$ cat config.mk
export PLATFORM = sky130hd
export DESIGN_NAME = lpwt_timer_flat
export DESIGN_NICKNAME = d
export VERILOG_FILES = /design/src/lpwt_pkg.sv /design/src/lpwt_if.sv /design/src/lpwt_timer.sv /design/src/flat_wrapper.sv
export SDC_FILE = /design/constraint.sdc
export NUM_CORES = 1
export LEC_CHECK = 0
export ABC_AREA = 1
export BUFFER_PORTS_ARGS = -buffer_cell sky130_fd_sc_hd__buf_2
export CAP_MARGIN = 20
export CORE_MARGIN = 3
export CORE_UTILIZATION = 55
export CTS_CLUSTER_DIAMETER = 40
export DETAILED_ROUTE_END_ITERATION = 6
export PLACE_DENSITY = 0.77
export SLEW_MARGIN = 20
export SYNTH_ARGS = -nofsm -noshare
export SYNTH_HDL_FRONTEND = slang
export SYNTH_SLANG_ARGS = --single-unit
$ cat constraint.sdc
create_clock -name pclk -period 2.7 [get_ports pclk]
set_input_delay 0.27 -clock pclk [delete_from_list [all_inputs] [get_ports pclk]]
set_output_delay 0.27 -clock pclk [all_outputs]
set_load 0.02 [all_outputs]
$ cat src/lpwt_pkg.sv
package lpwt_pkg;

  // ****************************************************
  // Timer register offsets on the device interface
  // ****************************************************
  localparam logic [7:0] LPWT_OFS_CTRL1 = 8'hb0; // timer_control_one
  localparam logic [7:0] LPWT_OFS_CTRL2 = 8'hb1; // timer_control_two
  localparam logic [7:0] LPWT_OFS_CTRL3 = 8'hb2; // timer_control_three
  localparam logic [7:0] LPWT_OFS_PERIOD = 8'hb4; // period_value
  localparam logic [7:0] LPWT_OFS_CMP = 8'hb8; // compare_zero_value
  localparam logic [7:0] LPWT_OFS_WAKE = 8'hbc; // wakeup_control

  // ****************************************************
  // Field positions
  // ****************************************************
  localparam int LPWT_DIV_LSB = 0; // divider_select[2:0]
  localparam int LPWT_SRC_BIT = 3; // source_select
  localparam int LPWT_CMPE_BIT = 4; // compare_zero_enable
  localparam int LPWT_STOP_BIT = 0; // counter_stop
  localparam int LPWT_CEN_BIT = 0; // count_enable
  localparam int LPWT_CLR_BIT = 1; // counter_clear
  localparam int LPWT_WKEN_BIT = 15; // standby_wakeup_enable

  // ****************************************************
  // Reset values
  // ****************************************************
  localparam logic [2:0] LPWT_RST_DIV = 3'h0;
  localparam logic LPWT_RST_STOP = 1'b1;
  localparam logic [15:0] LPWT_RST_PERIOD = 16'hffff;
  localparam logic [15:0] LPWT_RST_CMP = 16'hffff;

  // Event number of the compare-match event
  localparam logic [7:0] LPWT_EVENT_NUM = 8'h5d;

  // ****************************************************
  // Controller APB map and fields
  // ****************************************************
  localparam logic [11:0] LPWT_APB_TADDR = 12'h000;
  localparam logic [11:0] LPWT_APB_TDATA = 12'h004;
  localparam logic [11:0] LPWT_APB_SYS = 12'h008;
  localparam logic [11:0] LPWT_APB_ELSEL = 12'h00c;
  localparam logic [11:0] LPWT_APB_STAT = 12'h010;
  localparam logic [11:0] LPWT_APB_MASK = 12'h014;
  localparam int LPWT_PROT_BIT = 0; // write_protect_enable_timer
  localparam int LPWT_PWR_LSB = 1; // power state [2:1]
  localparam int LPWT_WDTH_BIT = 3; // watchdog halts in low power
  localparam int LPWT_ST_EVT = 0; // compare event seen
  localparam int LPWT_ST_WAKE = 1; // wakeup happened

  // Chip power states
  typedef enum logic [1:0] {
    LPWT_NORMAL = 2'b00,
    LPWT_SLEEP = 2'b01,
    LPWT_DEEP = 2'b10,
    LPWT_STANDBY = 2'b11
  } lpwt_pwr_t;

endpackage : lpwt_pkg

$ cat src/lpwt_if.sv
`timescale 1ns/100ps
interface lpwt_if;
  logic wr_en; // One-cycle register write strobe
  logic [7:0] addr; // Register offset, write and read
  logic [15:0] wr_data; // Write data
  logic [15:0] rd_data; // Registered read data of addr
  logic protect_en; // Writes allowed only while high
  lpwt_pkg::lpwt_pwr_t power_state; // Chip power state
  logic wdt_halt; // Watchdog oscillator stops in low power
  logic src_tick; // Pulse per selected source edge
  logic cmp_event; // Compare-match event pulse
  logic wake_req; // Wakeup request pulse

  // Timer end
  modport dev (
    input wr_en, addr, wr_data, protect_en, power_state, wdt_halt,
    output rd_data, src_tick, cmp_event, wake_req
  );

  // Controller end
  modport ctl (
    output wr_en, addr, wr_data, protect_en, power_state, wdt_halt,
    input rd_data, src_tick, cmp_event, wake_req
  );
endinterface : lpwt_if

$ cat src/lpwt_timer.sv
`timescale 1ns/100ps

// Operation
// - One 16-bit up-counter, runs in all states
// - Count clock is source divided 2..32
// - Source select 1 picks watchdog oscillator
// - Clear stop, then set enable to count
// - Period match wraps counter to zero
// - Compare match in standby wakes processor
// - Compare event only in software standby
// - Halted watchdog oscillator stops the counter
// - Writing clear bit zeroes the counter
// - Clear bit returns to zero when done
// - Software clears counter only while disabled
// - Wait one source cycle before standby again
// - Event selector loaded with number 5Dh
// - Writes need write-protect enable set
// - Compare value below period value
// - No compare writes while counting
module lpwt_timer (
  input wire logic pclk,
  input wire logic presetn,
  lpwt_if.dev link,
  input wire logic sub_osc,
  input wire logic wdt_osc,
  output logic [15:0] count_value
);
  import lpwt_pkg::*;

  // ****************************************************
  // State
  // ****************************************************
  typedef struct packed {
    logic [2:0] sub_sync; // Sub-clock synchroniser and edge
    logic [2:0] wdt_sync; // Watchdog osc synchroniser and edge
    logic [4:0] pre; // Prescaler of source edges
    logic [15:0] cnt; // The counter
    logic [2:0] div_sel; // divider_select
    logic src_sel; // source_select
    logic cmp_en; // compare_zero_enable
    logic stop; // counter_stop
    logic cen; // count_enable
    logic clr; // counter_clear, self clearing
    logic [15:0] period; // period_value
    logic [15:0] cmp; // compare_zero_value
    logic wken; // standby_wakeup_enable
    logic [15:0] rd_data; // Registered read data
    logic src_tick; // Selected source edge pulse
    logic cmp_event; // Compare-match event pulse
    logic wake_req; // Wakeup request pulse
  } lpwt_tmr_t;

  lpwt_tmr_t s; // Current state
  lpwt_tmr_t next_s; // Next state

  // Prescaler mask per divide select; codes 4 and above act as /32
  function automatic logic [4:0] div_mask(input logic [2:0] sel);
    logic [4:0] m;
    m = 5'h1f;
    unique case (sel)
      3'h0: m = 5'h01;
      3'h1: m = 5'h03;
      3'h2: m = 5'h07;
      3'h3: m = 5'h0f;
      default: m = 5'h1f;
    endcase
    return m;
  endfunction : div_mask

  // Read mux of the six registers, unmapped offsets read zero
  function automatic logic [15:0] rd_mux(input lpwt_tmr_t t,
                                         input logic [7:0] a);
    logic [15:0] d;
    d = 16'h0000;
    unique case (a)
      LPWT_OFS_CTRL1: begin
        d[LPWT_DIV_LSB +: 3] = t.div_sel;
        d[LPWT_SRC_BIT] = t.src_sel;
        d[LPWT_CMPE_BIT] = t.cmp_en;
      end
      LPWT_OFS_CTRL2: d[LPWT_STOP_BIT] = t.stop;
      LPWT_OFS_CTRL3: begin
        d[LPWT_CEN_BIT] = t.cen;
        d[LPWT_CLR_BIT] = t.clr;
      end
      LPWT_OFS_PERIOD: d = t.period;
      LPWT_OFS_CMP: d = t.cmp;
      LPWT_OFS_WAKE: d[LPWT_WKEN_BIT] = t.wken;
      default: d = 16'h0000;
    endcase
    return d;
  endfunction : rd_mux

  // ****************************************************
  // Next-state logic
  // ****************************************************

  // Oscillator edges come from the second and third flops only
  always_comb begin
    logic sub_rise;
    logic wdt_rise;
    logic low_power;
    logic src_rise;
    logic running;
    logic tick;
    logic [15:0] cnt_nx;
    sub_rise = 1'b0;
    wdt_rise = 1'b0;
    low_power = 1'b0;
    src_rise = 1'b0;
    running = 1'b0;
    tick = 1'b0;
    cnt_nx = 16'h0000;
    next_s = s;
    next_s.cmp_event = 1'b0;
    next_s.wake_req = 1'b0;

    // Two flops before any logic, third one for edge finding
    next_s.sub_sync = {s.sub_sync[1:0], sub_osc};
    next_s.wdt_sync = {s.wdt_sync[1:0], wdt_osc};
    sub_rise = s.sub_sync[1] & ~s.sub_sync[2];
    wdt_rise = s.wdt_sync[1] & ~s.wdt_sync[2];

    // Pick the source; a halted watchdog oscillator gives no edges
    low_power = (link.power_state != LPWT_NORMAL);
    if (s.src_sel) begin
      src_rise = wdt_rise & ~(link.wdt_halt & low_power);
    end else begin
      src_rise = sub_rise;
    end
    next_s.src_tick = src_rise;

    // Counting needs stop cleared and enable set
    running = s.cen & ~s.stop;

    // Prescaler; tick when the selected low bits are all ones
    tick = 1'b0;
    if (running && src_rise) begin
      next_s.pre = s.pre + 5'h01;
      tick = ((s.pre & div_mask(s.div_sel)) == div_mask(s.div_sel));
    end

    // Counter step; power state gates it only through the watchdog halt
    cnt_nx = s.cnt;
    if (tick) begin
      if (s.cnt == s.period) begin
        cnt_nx = 16'h0000;
      end else begin
        cnt_nx = s.cnt + 16'h0001;
      end
    end
    next_s.cnt = cnt_nx;

    // Compare match only reported in software standby
    if (tick && (cnt_nx == s.cmp) && s.cmp_en &&
        (link.power_state == LPWT_STANDBY)) begin
      next_s.cmp_event = 1'b1;
      next_s.wake_req = s.wken;
    end

    // Pending clear is done on the next source edge
    if (s.clr && src_rise) begin
      next_s.cnt = 16'h0000;
      next_s.pre = 5'h00;
      next_s.clr = 1'b0;
    end

    // Register writes, dropped while protection is off
    if (link.wr_en && link.protect_en) begin
      unique case (link.addr)
        LPWT_OFS_CTRL1: begin
          next_s.div_sel = link.wr_data[LPWT_DIV_LSB +: 3];
          next_s.src_sel = link.wr_data[LPWT_SRC_BIT];
          next_s.cmp_en = link.wr_data[LPWT_CMPE_BIT];
        end
        LPWT_OFS_CTRL2: next_s.stop = link.wr_data[LPWT_STOP_BIT];
        LPWT_OFS_CTRL3: begin
          next_s.cen = link.wr_data[LPWT_CEN_BIT];
          // Writing zero does not cancel a clear in flight
          if (link.wr_data[LPWT_CLR_BIT]) begin
            next_s.clr = 1'b1;
          end
        end
        LPWT_OFS_PERIOD: next_s.period = link.wr_data;
        LPWT_OFS_CMP: next_s.cmp = link.wr_data;
        LPWT_OFS_WAKE: next_s.wken = link.wr_data[LPWT_WKEN_BIT];
        default: next_s.rd_data = s.rd_data; // Unmapped, ignored
      endcase
    end

    // Read data registered from the current offset
    next_s.rd_data = rd_mux(s, link.addr);
  end

  // ****************************************************
  // State register
  // ****************************************************

  // Only constants under reset
  always_ff @(posedge pclk or negedge presetn) begin
    if (!presetn) begin
      s <= '0;
      s.div_sel <= LPWT_RST_DIV;
      s.stop <= LPWT_RST_STOP;
      s.period <= LPWT_RST_PERIOD;
      s.cmp <= LPWT_RST_CMP;
    end else begin
      s <= next_s;
    end
  end

  // ****************************************************
  // Outputs
  // ****************************************************
  assign link.rd_data = s.rd_data;
  assign link.src_tick = s.src_tick;
  assign link.cmp_event = s.cmp_event;
  assign link.wake_req = s.wake_req;
  assign count_value = s.cnt;

endmodule : lpwt_timer

$ cat src/flat_wrapper.sv
// flat-port wrapper written by rule: the top's interface ports become plain ports
module lpwt_timer_flat import lpwt_pkg::*;
  (pclk, presetn, sub_osc, wdt_osc, count_value, link_wr_en, link_addr, link_wr_data, link_protect_en, link_power_state, link_wdt_halt, link_rd_data, link_src_tick, link_cmp_event, link_wake_req);
  lpwt_if link_i ();
  input wire logic pclk;
  input wire logic presetn;
  input wire logic sub_osc;
  input wire logic wdt_osc;
  output logic [15:0] count_value;
  input wire logic [$bits(link_i.wr_en)-1:0] link_wr_en;
  input wire logic [$bits(link_i.addr)-1:0] link_addr;
  input wire logic [$bits(link_i.wr_data)-1:0] link_wr_data;
  input wire logic [$bits(link_i.protect_en)-1:0] link_protect_en;
  input wire logic [$bits(link_i.power_state)-1:0] link_power_state;
  input wire logic [$bits(link_i.wdt_halt)-1:0] link_wdt_halt;
  output wire logic [$bits(link_i.rd_data)-1:0] link_rd_data;
  output wire logic [$bits(link_i.src_tick)-1:0] link_src_tick;
  output wire logic [$bits(link_i.cmp_event)-1:0] link_cmp_event;
  output wire logic [$bits(link_i.wake_req)-1:0] link_wake_req;
  assign link_i.wr_en = link_wr_en;
  assign link_i.addr = link_addr;
  assign link_i.wr_data = link_wr_data;
  assign link_i.protect_en = link_protect_en;
  assign link_i.power_state = link_power_state;
  assign link_i.wdt_halt = link_wdt_halt;
  assign link_rd_data = link_i.rd_data;
  assign link_src_tick = link_i.src_tick;
  assign link_cmp_event = link_i.cmp_event;
  assign link_wake_req = link_i.wake_req;
  lpwt_timer u_core (.pclk(pclk), .presetn(presetn), .link(link_i), .sub_osc(sub_osc), .wdt_osc(wdt_osc), .count_value(count_value));
endmodule
==> results of run 1 <==
-- worst min-delay path: stages --
cell and delay [ns]:
buf_2 0.09, inv_1 0.05, o21ai_0 0.08
-- Yosys cell counts (all sizes together) --
| library cell | count |
|---|---|
| nand2 | 210 |
| clkbuf | 8 |
| a21oi | 21 |
| buf | 36 |
| o22ai | 10 |
| nand3 | 45 |
| nor3 | 8 |
| nand4 | 2 |
| dfstp | 33 |
| dfrtp | 54 |
| o21ai | 48 |
| nor2 | 45 |
| xor2 | 8 |
| ha | 2 |
| inv | 95 |
| o221ai | 5 |
| nand3b | 3 |
| nor4 | 1 |
| clkinv | 1 |
| a221oi | 1 |
| a22o | 1 |
| and3 | 1 |
-- area by class of cell --
type | count | area, um2
Fill cell | 772 | 3087
Sequential cell | 87 | 2220
Multi-Input combinational cell | 411 | 1901
Timing Repair Buffer | 79 | 447.9
Inverter | 96 | 362.8
Clock buffer | 11 | 151.4
Tap cell | 105 | 131.4
Clock inverter | 5 | 40.04
-- what timing repair did --
| item | 4_1_cts | 5_1_grt |
|---|---|---|
| buffers inserted | 0 | 1 |
| hold endpoints to repair | 37 | 0 |
| setup endpoints to repair | 0 | 2 |
| resized for setup | 0 | 2 |
| hold buffers | 3 | 0 |
-- routing by layer --
| metal | up-vias | GRT usage, % | wire length, um |
|---|---|---|---|
| li1 | 2073 | - | - |
| met1 | 1923 | 35.13 | 5167 |
| met2 | 145 | 36.73 | 5087 |
| met3 | 15 | 3.997 | 733 |
| met4 | 0 | 8.193 | 191 |
| met5 | - | 0 | 0 |
-- where the power goes --
part | switching, mW | internal (mW) | total [mW]
registers | 0.0196 | 1.34 | 1.36
clock network | 0.495 | 0.391 | 0.886
logic | 0.121 | 0.0717 | 0.193
total | 0.636 | 1.80 | 2.44
-- sequential cells by signal, summed over array words and instances, names as in the netlist --
name                   cells
u_core.count_value        16
u_core.link.cmp_event      1
u_core.link.rd_data       16
u_core.link.src_tick       1
u_core.link.wake_req       1
u_core.next_s              4
u_core.s                  48
-- path summary, 6_finish.rpt --
path	cells past startpoint	to	slack [ns]	from
max	17	u_core.link.wake_req	0.41	u_core.s[41]
min	3	u_core.s[26]	0.13	link_wr_data[6]
max reg2reg	17	u_core.link.wake_req	0.41	u_core.s[41]
min reg2reg	0	u_core.next_s[83]	0.36	u_core.next_s[82]
max in group asynchronous	3	u_core.s[50]	1.51	presetn
min in group asynchronous	2	u_core.link.rd_data[2]	0.48	presetn
-- metrics by stage --
| step | cells | util, % | instance area (um2) | power, mW | hold slack (ns) |
|---|---|---|---|---|---|
| 2_1_floorplan | 638 | - | 4787 | 1.483 | -0.02559 |
| 3_3_place_gp | 774 | 60.20 | 5021 | 1.559 | 0.3326 |
| 3_5_place_dp | 774 | 60.20 | 5021 | 1.566 | 0.3395 |
| 4_1_cts | 793 | 62.86 | 5243 | 2.449 | 0.1207 |
| 5_1_grt | 794 | 62.99 | 5254 | 2.547 | 0.1327 |
| 6_report | 794 | 62.99 | 5254 | 2.439 | 0.1284 |
-- cell families (layout without fill, tap and decap cells) --
logic type               after synthesis  count (layout)
AO/OA/AOI/OAI                         86              86
XOR/XNOR                               8               8
adder cells (fa/ha/maj)                2               2
buffers and inverters                140             191
flip-flops                            87              87
AND/OR/NAND/NOR                      315             315
==> run metrics, run 1 <==
status=complete, no violations; Fin. Hold Viols=0; port bufs=67; mux cell area share after synthesis=0%; Top delay family on crit path=simple AND/OR/NAND/NOR gates; largest family of logic cells by synthesized area=simple AND/OR/NAND/NOR gates; TritonCTS clock tree=done; Post-DRT Antenna Nets=0; fin. max-slew vios=0; clk sinks=87; total track usage=24.11%; Antenna Cells=0; synth warn=0; global-route wire length before repair=about 19000 um; Setup Viol. Count Final=0; Worst Path Max Fanout=6; Final Wtd Congestion=0.8463; flops & latches, synth=87; grt total ovfl=0; CTS Buf Count=9; Critical-path top delay cell=dfstp_2; maxcap violations=0; Setup crit start kind=register; drc violations=0; CP Buf/Inv Count=3; die area=slightly below 0.01 mm2; maximum vdd drop=between 0.2 and 0.3 mV; # nets final=719; Synth Area in Adders=less than 1%; WS Path Type=register to register; post-synthesis sequential area ratio=between 40% and 50%; area growth from synthesis to layout=9.749%; post-synthesis compound-gate area fraction=9.801%; starting density of the core=57.40%; syn_nets=673; netlist area before placement=0.004787 mm2; Yosys top cell by area=dfrtp_1; Worst Path Arrival=2.59 ns; post-synth top area share=around 28%; worst hold-check path type=input pin to register; RSZ-0062 raised after global routing=no; commonest non-fill, non-tap cell in the layout=nand2_1; CP Cell Sequence=inv_1 -> nand2_1 -> nand2_1 -> nor2_1 -> nand2_1 -> nor2_1 -> nand2_2 -> buf_4 -> nand2_1 -> inv_1 -> nand2_1 -> nand3b_1 -> nand2_1 -> nand3_1 -> nor2_1 -> nand2_1 -> nor2_2; core area=0.008341 mm2; Initial DRT Pass Iterations=5; Clock Latency Late Sink=0.37 ns; setup_tns=0 ns; cell area power density=464.2 mW/mm2; commonest non-fill, non-tap cells in the layout=nand2_1 (206), inv_1 (92), buf_2 (66); P_leak=2.647 nW; Synth area leaders=dfrtp_1 (28%), dfstp_2 (18%), nand2_1 (16%); layout cells sized above 1=20.46%; Worst-path clk slew=0.09 ns; Final Skew=0.01234 ns; worst rel slew slack=53.77%; Vert. Die Dim=roughly 99 um; initial antenna violation count=0; Tmin final=2.287 ns; pin slew with the least headroom to its limit=0.6935 ns; pin count of the biggest net entering global routing=54; I/O pin count=68; cell count after synthesis=638; vias=between 4000 and 5000; Mapped Avg Cell Area=7.503 um2; Root Driver=clkbuf_8; highest clock rate=0.4373 GHz; WP data required=3.00 ns; final period utilization=84.70%; Max Root-Sink Buffers=2; vias in the first global route=3963; vias per inst=5.234; H-tree levels=3; Site Rows=33; Iteration-0 DRC Markers=259; Synth cell types=33; Top cell by count, worst path=nand2_1; WL final=between 10000 and 15000 um; crit end category=register; chip width=about 99 um; WL per Instance=14.08 um; xor/xnor share of the synthesized area=1.464%; CP max stage delay=0.56 ns; simple-gate share of the synthesized area=27.86%; worst slack at placement=0.2265 ns; DP Wirelength=7992 um; Final Worst Setup Slack=just over 0.4 ns
Note: power is estimated with default switching activity, not from simulation.
==> inputs of run 2 (changes only) <==
CORE_UTILIZATION = 52   (was 55)
PLACE_DENSITY = 0.76   (was 0.77)
clock period = 1.95 ns   (was 2.7 ns; I/O delays follow)
==> run metrics, run 2 (same netlist as run 1, synthesis figures left out) <==
highest clock rate=0.4792 GHz (+9.6%); WL final=12410 um (+11%); total track usage=24.55% (+0.44 points); initial antenna violation count=0 (unchanged); core area=0.008848 mm2 (+6.1%); Worst Path Arrival=2.40 ns (-0.19 ns); fillers=723 (-6.3%); CP Buf/Inv Count=3 (unchanged); Pint=2.626 mW (+46%); P_leak=3.080 nW (+16%); die area=0.01039 mm2 (+5.4%); vias in the first global route=4366 (+10%); Vert. Die Dim=101.9 um (+2.7%); Root Driver=clkbuf_8; final hold slack=0.05358 ns (-0.07482 ns); setup_tns=-0.2477 ns (-0.2477 ns); Site Rows=34 (+3.0%); worst hold-check path type=input pin to register; Antenna Cells=0 (unchanged); CTS Buf Count=9 (unchanged); Max Root-Sink Buffers=2 (unchanged); Tmin final=2.087 ns (-0.2003 ns); Non-Filler Instances=869 (+9.4%); pin slew with the least headroom to its limit=0.5818 ns (-0.1117 ns); crit end category=register; Iteration-0 DRC Markers=274 (+5.8%); Final Worst Setup Slack=-0.1367 ns (-0.5497 ns); chip width=101.9 um (+2.7%); Worst-path clk slew=0.10 ns (about the same); grt total ovfl=0 (unchanged); maxcap violations=0 (unchanged); WHS Endpoint=u_core.s[48]; RSZ-0062 raised after global routing=yes; pin count of the biggest net entering global routing=58 (+7.4%); r2r setup slk=-0.14 ns (-0.55 ns); Initial DRT Pass Iterations=4 (-1); Setup Viol. Count Final=2 (+2); Largest register FFs=48 (unchanged); vias=4499 (+8.3%); WL per Instance=14.28 um (+1.4%); cells on worst reg2reg path=17 (unchanged); status=finished with violations; Worst Path Max Fanout=4 (-2); I/O pin count=68 (unchanged); TritonCTS clock tree=done; global-route wire length before repair=20180 um (+6.4%); H-tree levels=3 (unchanged); final period utilization=107.0% (+22 points); clk sinks=87 (unchanged); drc violations=0 (unchanged); fin. max-slew vios=0 (unchanged); switch share=27.06% (+0.99 points); commonest non-fill, non-tap cell in the layout=nand2_1; Combinational Power Share=9.9% (+2.0 points); Fin. Hold Viols=0 (unchanged); WP data required=2.26 ns (-0.74 ns); failing checks=setup timing; Top delay family on crit path=simple AND/OR/NAND/NOR gates; # nets final=791 (+10%); Sw Pwr=0.9742 mW (+53%); Post-DRT Antenna Nets=0 (unchanged); worst hold path startpoint=link_wr_data[12]; RR Endpoint=u_core.link.wake_req; vias per inst=5.177 (-1.1%); worst slack at placement=-0.1517 ns (-0.3782 ns); placed cells=842 (+8.8%); Clock Latency Late Sink=0.37 ns (about the same); Reg with most FFs=u_core.s; CP max stage delay=0.55 ns (about the same); WS Path Type=register to register; WHS Path Cells=3 (unchanged); maximum vdd drop=0.3035 mV (+6.3%); starting density of the core=54.10% (-3.3 points); commonest non-fill, non-tap cells in the layout=nand2_1 (193), inv_1 (85), buf_4 (76); worst rel slew slack=60.86% (+7.1 points); Top cell by count, worst path=nand2_1; Setup crit start kind=register; port bufs=67 (unchanged); DP Wirelength=8685 um (+8.7%); Final Skew=0.01068 ns (-0.001667 ns); Critical-path top delay cell=dfstp_2; clock network power share=37.8% (+1.5 points); layout cells sized above 1=33.11% (+13 points); sequential share of power=52.3% (-3.5 points); area growth from synthesis to layout=25.07%; cell area power density=601.4 mW/mm2 (+30%); Final Wtd Congestion=0.9124 (+7.8%); CP Cell Sequence=inv_2 -> nand2_1 -> nand2_1 -> nor2_1 -> nand2_2 -> nor2_2 -> nand2_2 -> buf_6 -> nand2_4 -> inv_6 -> nand2_2 -> nand3b_1 -> nand2_1 -> nand3_1 -> nor2_1 -> nand2_1 -> nor2_2; RR Startpoint=u_core.s[50]
-- run 2: changes by cell type in the layout (fill, tap and decap cells not counted), sizes merged --
| cell | previous run | this run |
|---|---|---|
| buf | 76 | 148 |
| inv | 97 | 100 |
| clkbuf | 11 | 9 |
| clkinvlp | 3 | 1 |
| bufinv | 0 | 1 |
-- run 2: metal layers --
layer  GRT usage, %  vias to the layer above  part of all wire [%]
met5              0                        -                     0
met4          8.174                        0                   2.4
met3          3.208                       27                   6.8
met2          40.59                      185                    46
met1          33.60                     2077                    45
li1               -                     2210                     -
-- run 2: through the flow --
| step | power (mW) | cell area (um2) | utilization [%] |
|---|---|---|---|
| floorplan | 2.054 | 4787 | - |
| finish | 3.600 | 5987 | 67.66 |
| detailed placement | 2.203 | 5525 | 62.44 |
| global route | 3.724 | 5987 | 67.66 |
| CTS | 3.586 | 5842 | 66.02 |
| global placement | 2.191 | 5525 | 62.44 |
-- run 2: worst max-delay path by stage --
stage,from,endpoint,slack (ns),cells past startpoint
final,u_core.s[50],u_core.link.wake_req,-0.14,17
after global routing,u_core.count_value[0],u_core.link.wake_req,-0.32,17
after CTS,u_core.s[49],u_core.link.wake_req,-0.1,17
after detailed placement,u_core.count_value[1],u_core.link.wake_req,-0.15,14
after global placement,u_core.count_value[1],u_core.link.wake_req,-0.10,14
after floorplan,u_core.s[47],u_core.link.wake_req,0.17,17
-- run 2: power groups by stage --
stage,combinational (mW),clock (mW),sequential [mW]
2_1_floorplan,0.145,0,1.91
6_report,0.356,1.36,1.88
3_5_place_dp,0.289,0,1.91
3_3_place_gp,0.280,0,1.91
5_1_grt,0.391,1.45,1.89
4_1_cts,0.329,1.38,1.88
-- run 2: layout make-up --
type | count | area (um2) | share of cell area, %
Sequential cell | 87 | 2222 | 37.12
Multi-Input combinational cell | 411 | 2033 | 33.96
Timing Repair Buffer | 151 | 1016 | 16.97
Inverter | 96 | 370.4 | 6.186
Tap cell | 108 | 135.1 | 2.257
Clock buffer | 9 | 123.9 | 2.069
Clock inverter | 7 | 86.33 | 1.442
-- run 2: what timing repair did --
| action | 4_1_cts | 5_1_grt |
|---|---|---|
| cloned | 1 | 0 |
| pin swaps | 10 | 17 |
| hold endpoints to repair | 18 | 0 |
| hold buffers | 3 | 0 |
| buffers inserted | 2 | 5 |
| endpoints found under the setup margin | 2 | 2 |
| gates resized for setup | 22 | 33 |
-- run 2: worst register-to-register path: cells and delay by family, from the launching register on --
family	cells	cell delay (ns)
AND/OR/NAND/NOR	14	1.26
flip-flops	1	0.55
buffers and inverters	3	0.25
==> inputs of run 3 (changes only) <==
MAX_ROUTING_LAYER = met4   (was default)
clock period = 1.7 ns   (was 1.95 ns; I/O delays follow)
==> run metrics, run 3 (same netlist as run 1, synthesis figures left out) <==
crit path launch=u_core.s[48]; RR Startpoint=u_core.s[48]; drc violations=0 (unchanged); Worst Path Max Fanout=5 (+1); DP Wirelength=9157 um (+5.4%); Tmin final=2.156 ns (+0.06957 ns); worst hold path startpoint=link_wr_data[11]; vias per inst=5.187 (+0.19%); Antenna Cells=0 (unchanged); starting density of the core=54.10% (unchanged); clk sinks=87 (unchanged); maximum vdd drop=0.4867 mV (+60%); vias=4601 (+2.3%); Worst-path clk slew=0.09 ns (about the same); status=finished with violations; final period utilization=126.8% (+20 points); pin slew with the least headroom to its limit=0.3559 ns (-0.2258 ns); # nets final=809 (+2.3%); Setup crit start kind=register; Worst Path Arrival=2.45 ns (+0.05 ns); CP Cell Sequence=inv_2 -> nand2_2 -> nand2_2 -> nor2_1 -> nand2_1 -> nor2_2 -> nand2_4 -> buf_6 -> nand3_4 -> nand2_2 -> nand2_1 -> nand3_1 -> nor2_2 -> nand2_1 -> nor2_1 -> nand2_1 -> nor2_2; Final Skew=0.005603 ns (-0.005073 ns); layout cells sized above 1=36.07% (+3.0 points); failing checks=setup timing; initial antenna violation count=0 (unchanged); cell area power density=667.8 mW/mm2 (+11%); Vert. Die Dim=101.9 um (unchanged); commonest non-fill, non-tap cell in the layout=nand2_1; Fin. Hold Viols=0 (unchanged); TritonCTS clock tree=done; Post-DRT Antenna Nets=0 (unchanged); Site Rows=34 (unchanged); Final Wtd Congestion=0.9784 (+7.2%); Top cell by count, worst path=nand2_1; global-route wire length before repair=20310 um (+0.65%); worst slack at placement=-0.6066 ns (-0.4549 ns); die area=0.01039 mm2 (unchanged); vias in the first global route=4294 (-1.6%); crit end category=register; Max Root-Sink Buffers=2 (unchanged); core area=0.008848 mm2 (unchanged); r2r setup slk=-0.46 ns (-0.32 ns); Root Driver=clkbuf_8; Clock Latency Late Sink=0.35 ns (-0.02 ns); highest clock rate=0.4638 GHz (-3.2%); Final Worst Setup Slack=-0.4563 ns (-0.3196 ns); Iteration-0 DRC Markers=307 (+12%); fin. max-slew vios=0 (unchanged); worst rel slew slack=76.05% (+15 points); WL final=12890 um (+3.9%); port bufs=67 (unchanged); commonest non-fill, non-tap cells in the layout=nand2_1 (192), buf_4 (92), inv_1 (81); Reg with most FFs=u_core.s; Critical-path top delay cell=dfstp_2; P_leak=3.117 nW (+1.2%); I/O pin count=68 (unchanged); chip width=101.9 um (unchanged); Top delay family on crit path=simple AND/OR/NAND/NOR gates; Largest register FFs=48 (unchanged); WS Path Type=register to register; CP max stage delay=0.57 ns (+0.02 ns); WL per Instance=14.53 um (+1.7%); grt total ovfl=0 (unchanged); Setup Viol. Count Final=3 (+1); WP data required=2.00 ns (-0.26 ns); pin count of the biggest net entering global routing=33 (-43%); CTS Buf Count=9 (unchanged); RSZ-0062 raised after global routing=yes; final core utilization=69.82% (+2.2 points); CP Buf/Inv Count=2 (-1); total track usage=25.49% (+0.95 points); worst hold-check path type=input pin to register; H-tree levels=3 (unchanged); maxcap violations=0 (unchanged); area growth from synthesis to layout=29.06%; Initial DRT Pass Iterations=5 (+1)
-- run 3: cell type report --
cell class,count,area (um2)
Clock buffer,9,123.9
Clock inverter,7,80.08
Fill cell,695,2670
Inverter,96,362.8
Multi-Input combinational cell,411,2077
Sequential cell,87,2223
Tap cell,108,135.1
Timing Repair Buffer,169,1176
-- run 3: metrics by stage --
stage	std cells	area (um2)	setup TNS (ns)	total power, mW	hold slack (ns)
6_report	887	6178	-0.9323	4.126	0.03514
5_1_grt	887	6178	-1.565	4.275	0.04785
4_1_cts	875	5937	-0.8076	4.092	0.03129
3_5_place_dp	852	5603	-2.321	2.557	0.1055
3_3_place_gp	852	5603	-1.232	2.542	0.1032
2_1_floorplan	638	4802	-0.1079	2.361	-0.1256
-- run 3: path summary, 6_finish.rpt --
kind                            cells past startpoint                endpoint
min in group asynchronous                           2  u_core.link.rd_data[4]
worst min register to register                      0       u_core.next_s[86]
max in group asynchronous                           3            u_core.s[31]
worst min-delay path                                3            u_core.s[47]
worst max-delay path                               17    u_core.link.wake_req
worst max register to register                     17    u_core.link.wake_req
-- run 3: power breakdown --
part | internal, mW | switching, mW | leakage [nW]
sequential | 2.13 | 0.0311 | 1.06
clock | 0.701 | 0.810 | 0.102
combinational | 0.194 | 0.261 | 1.96
-- run 3: worst register-to-register path: cells and delay by family (launching register included) --
kind / cells / cell delay [ns]
and+or+nand+nor: 15 / 1.35
DFF: 1 / 0.57
buffers and inverters: 2 / 0.19
-- run 3: per-layer routing --
| metal | share of wire [%] | vias to the layer above | wire, um | track usage, % |
|---|---|---|---|---|
| li1 | - | 2247 | - | - |
| met1 | 44 | 2176 | 5642 | 33.80 |
| met2 | 49 | 164 | 6252 | 41.95 |
| met3 | 6.9 | 14 | 886 | 4.232 |
| met4 | 0.83 | 0 | 107 | 4.844 |
| met5 | 0 | - | 0 | - |
-- run 3: repair_timing --
item	CTS	global route
buffers inserted	4	11
pin swaps	10	27
cloned	0	1
hold endpoints to repair	14	0
endpoints found under the setup margin	17	20
gates resized for setup	19	47
hold buffers	3	0
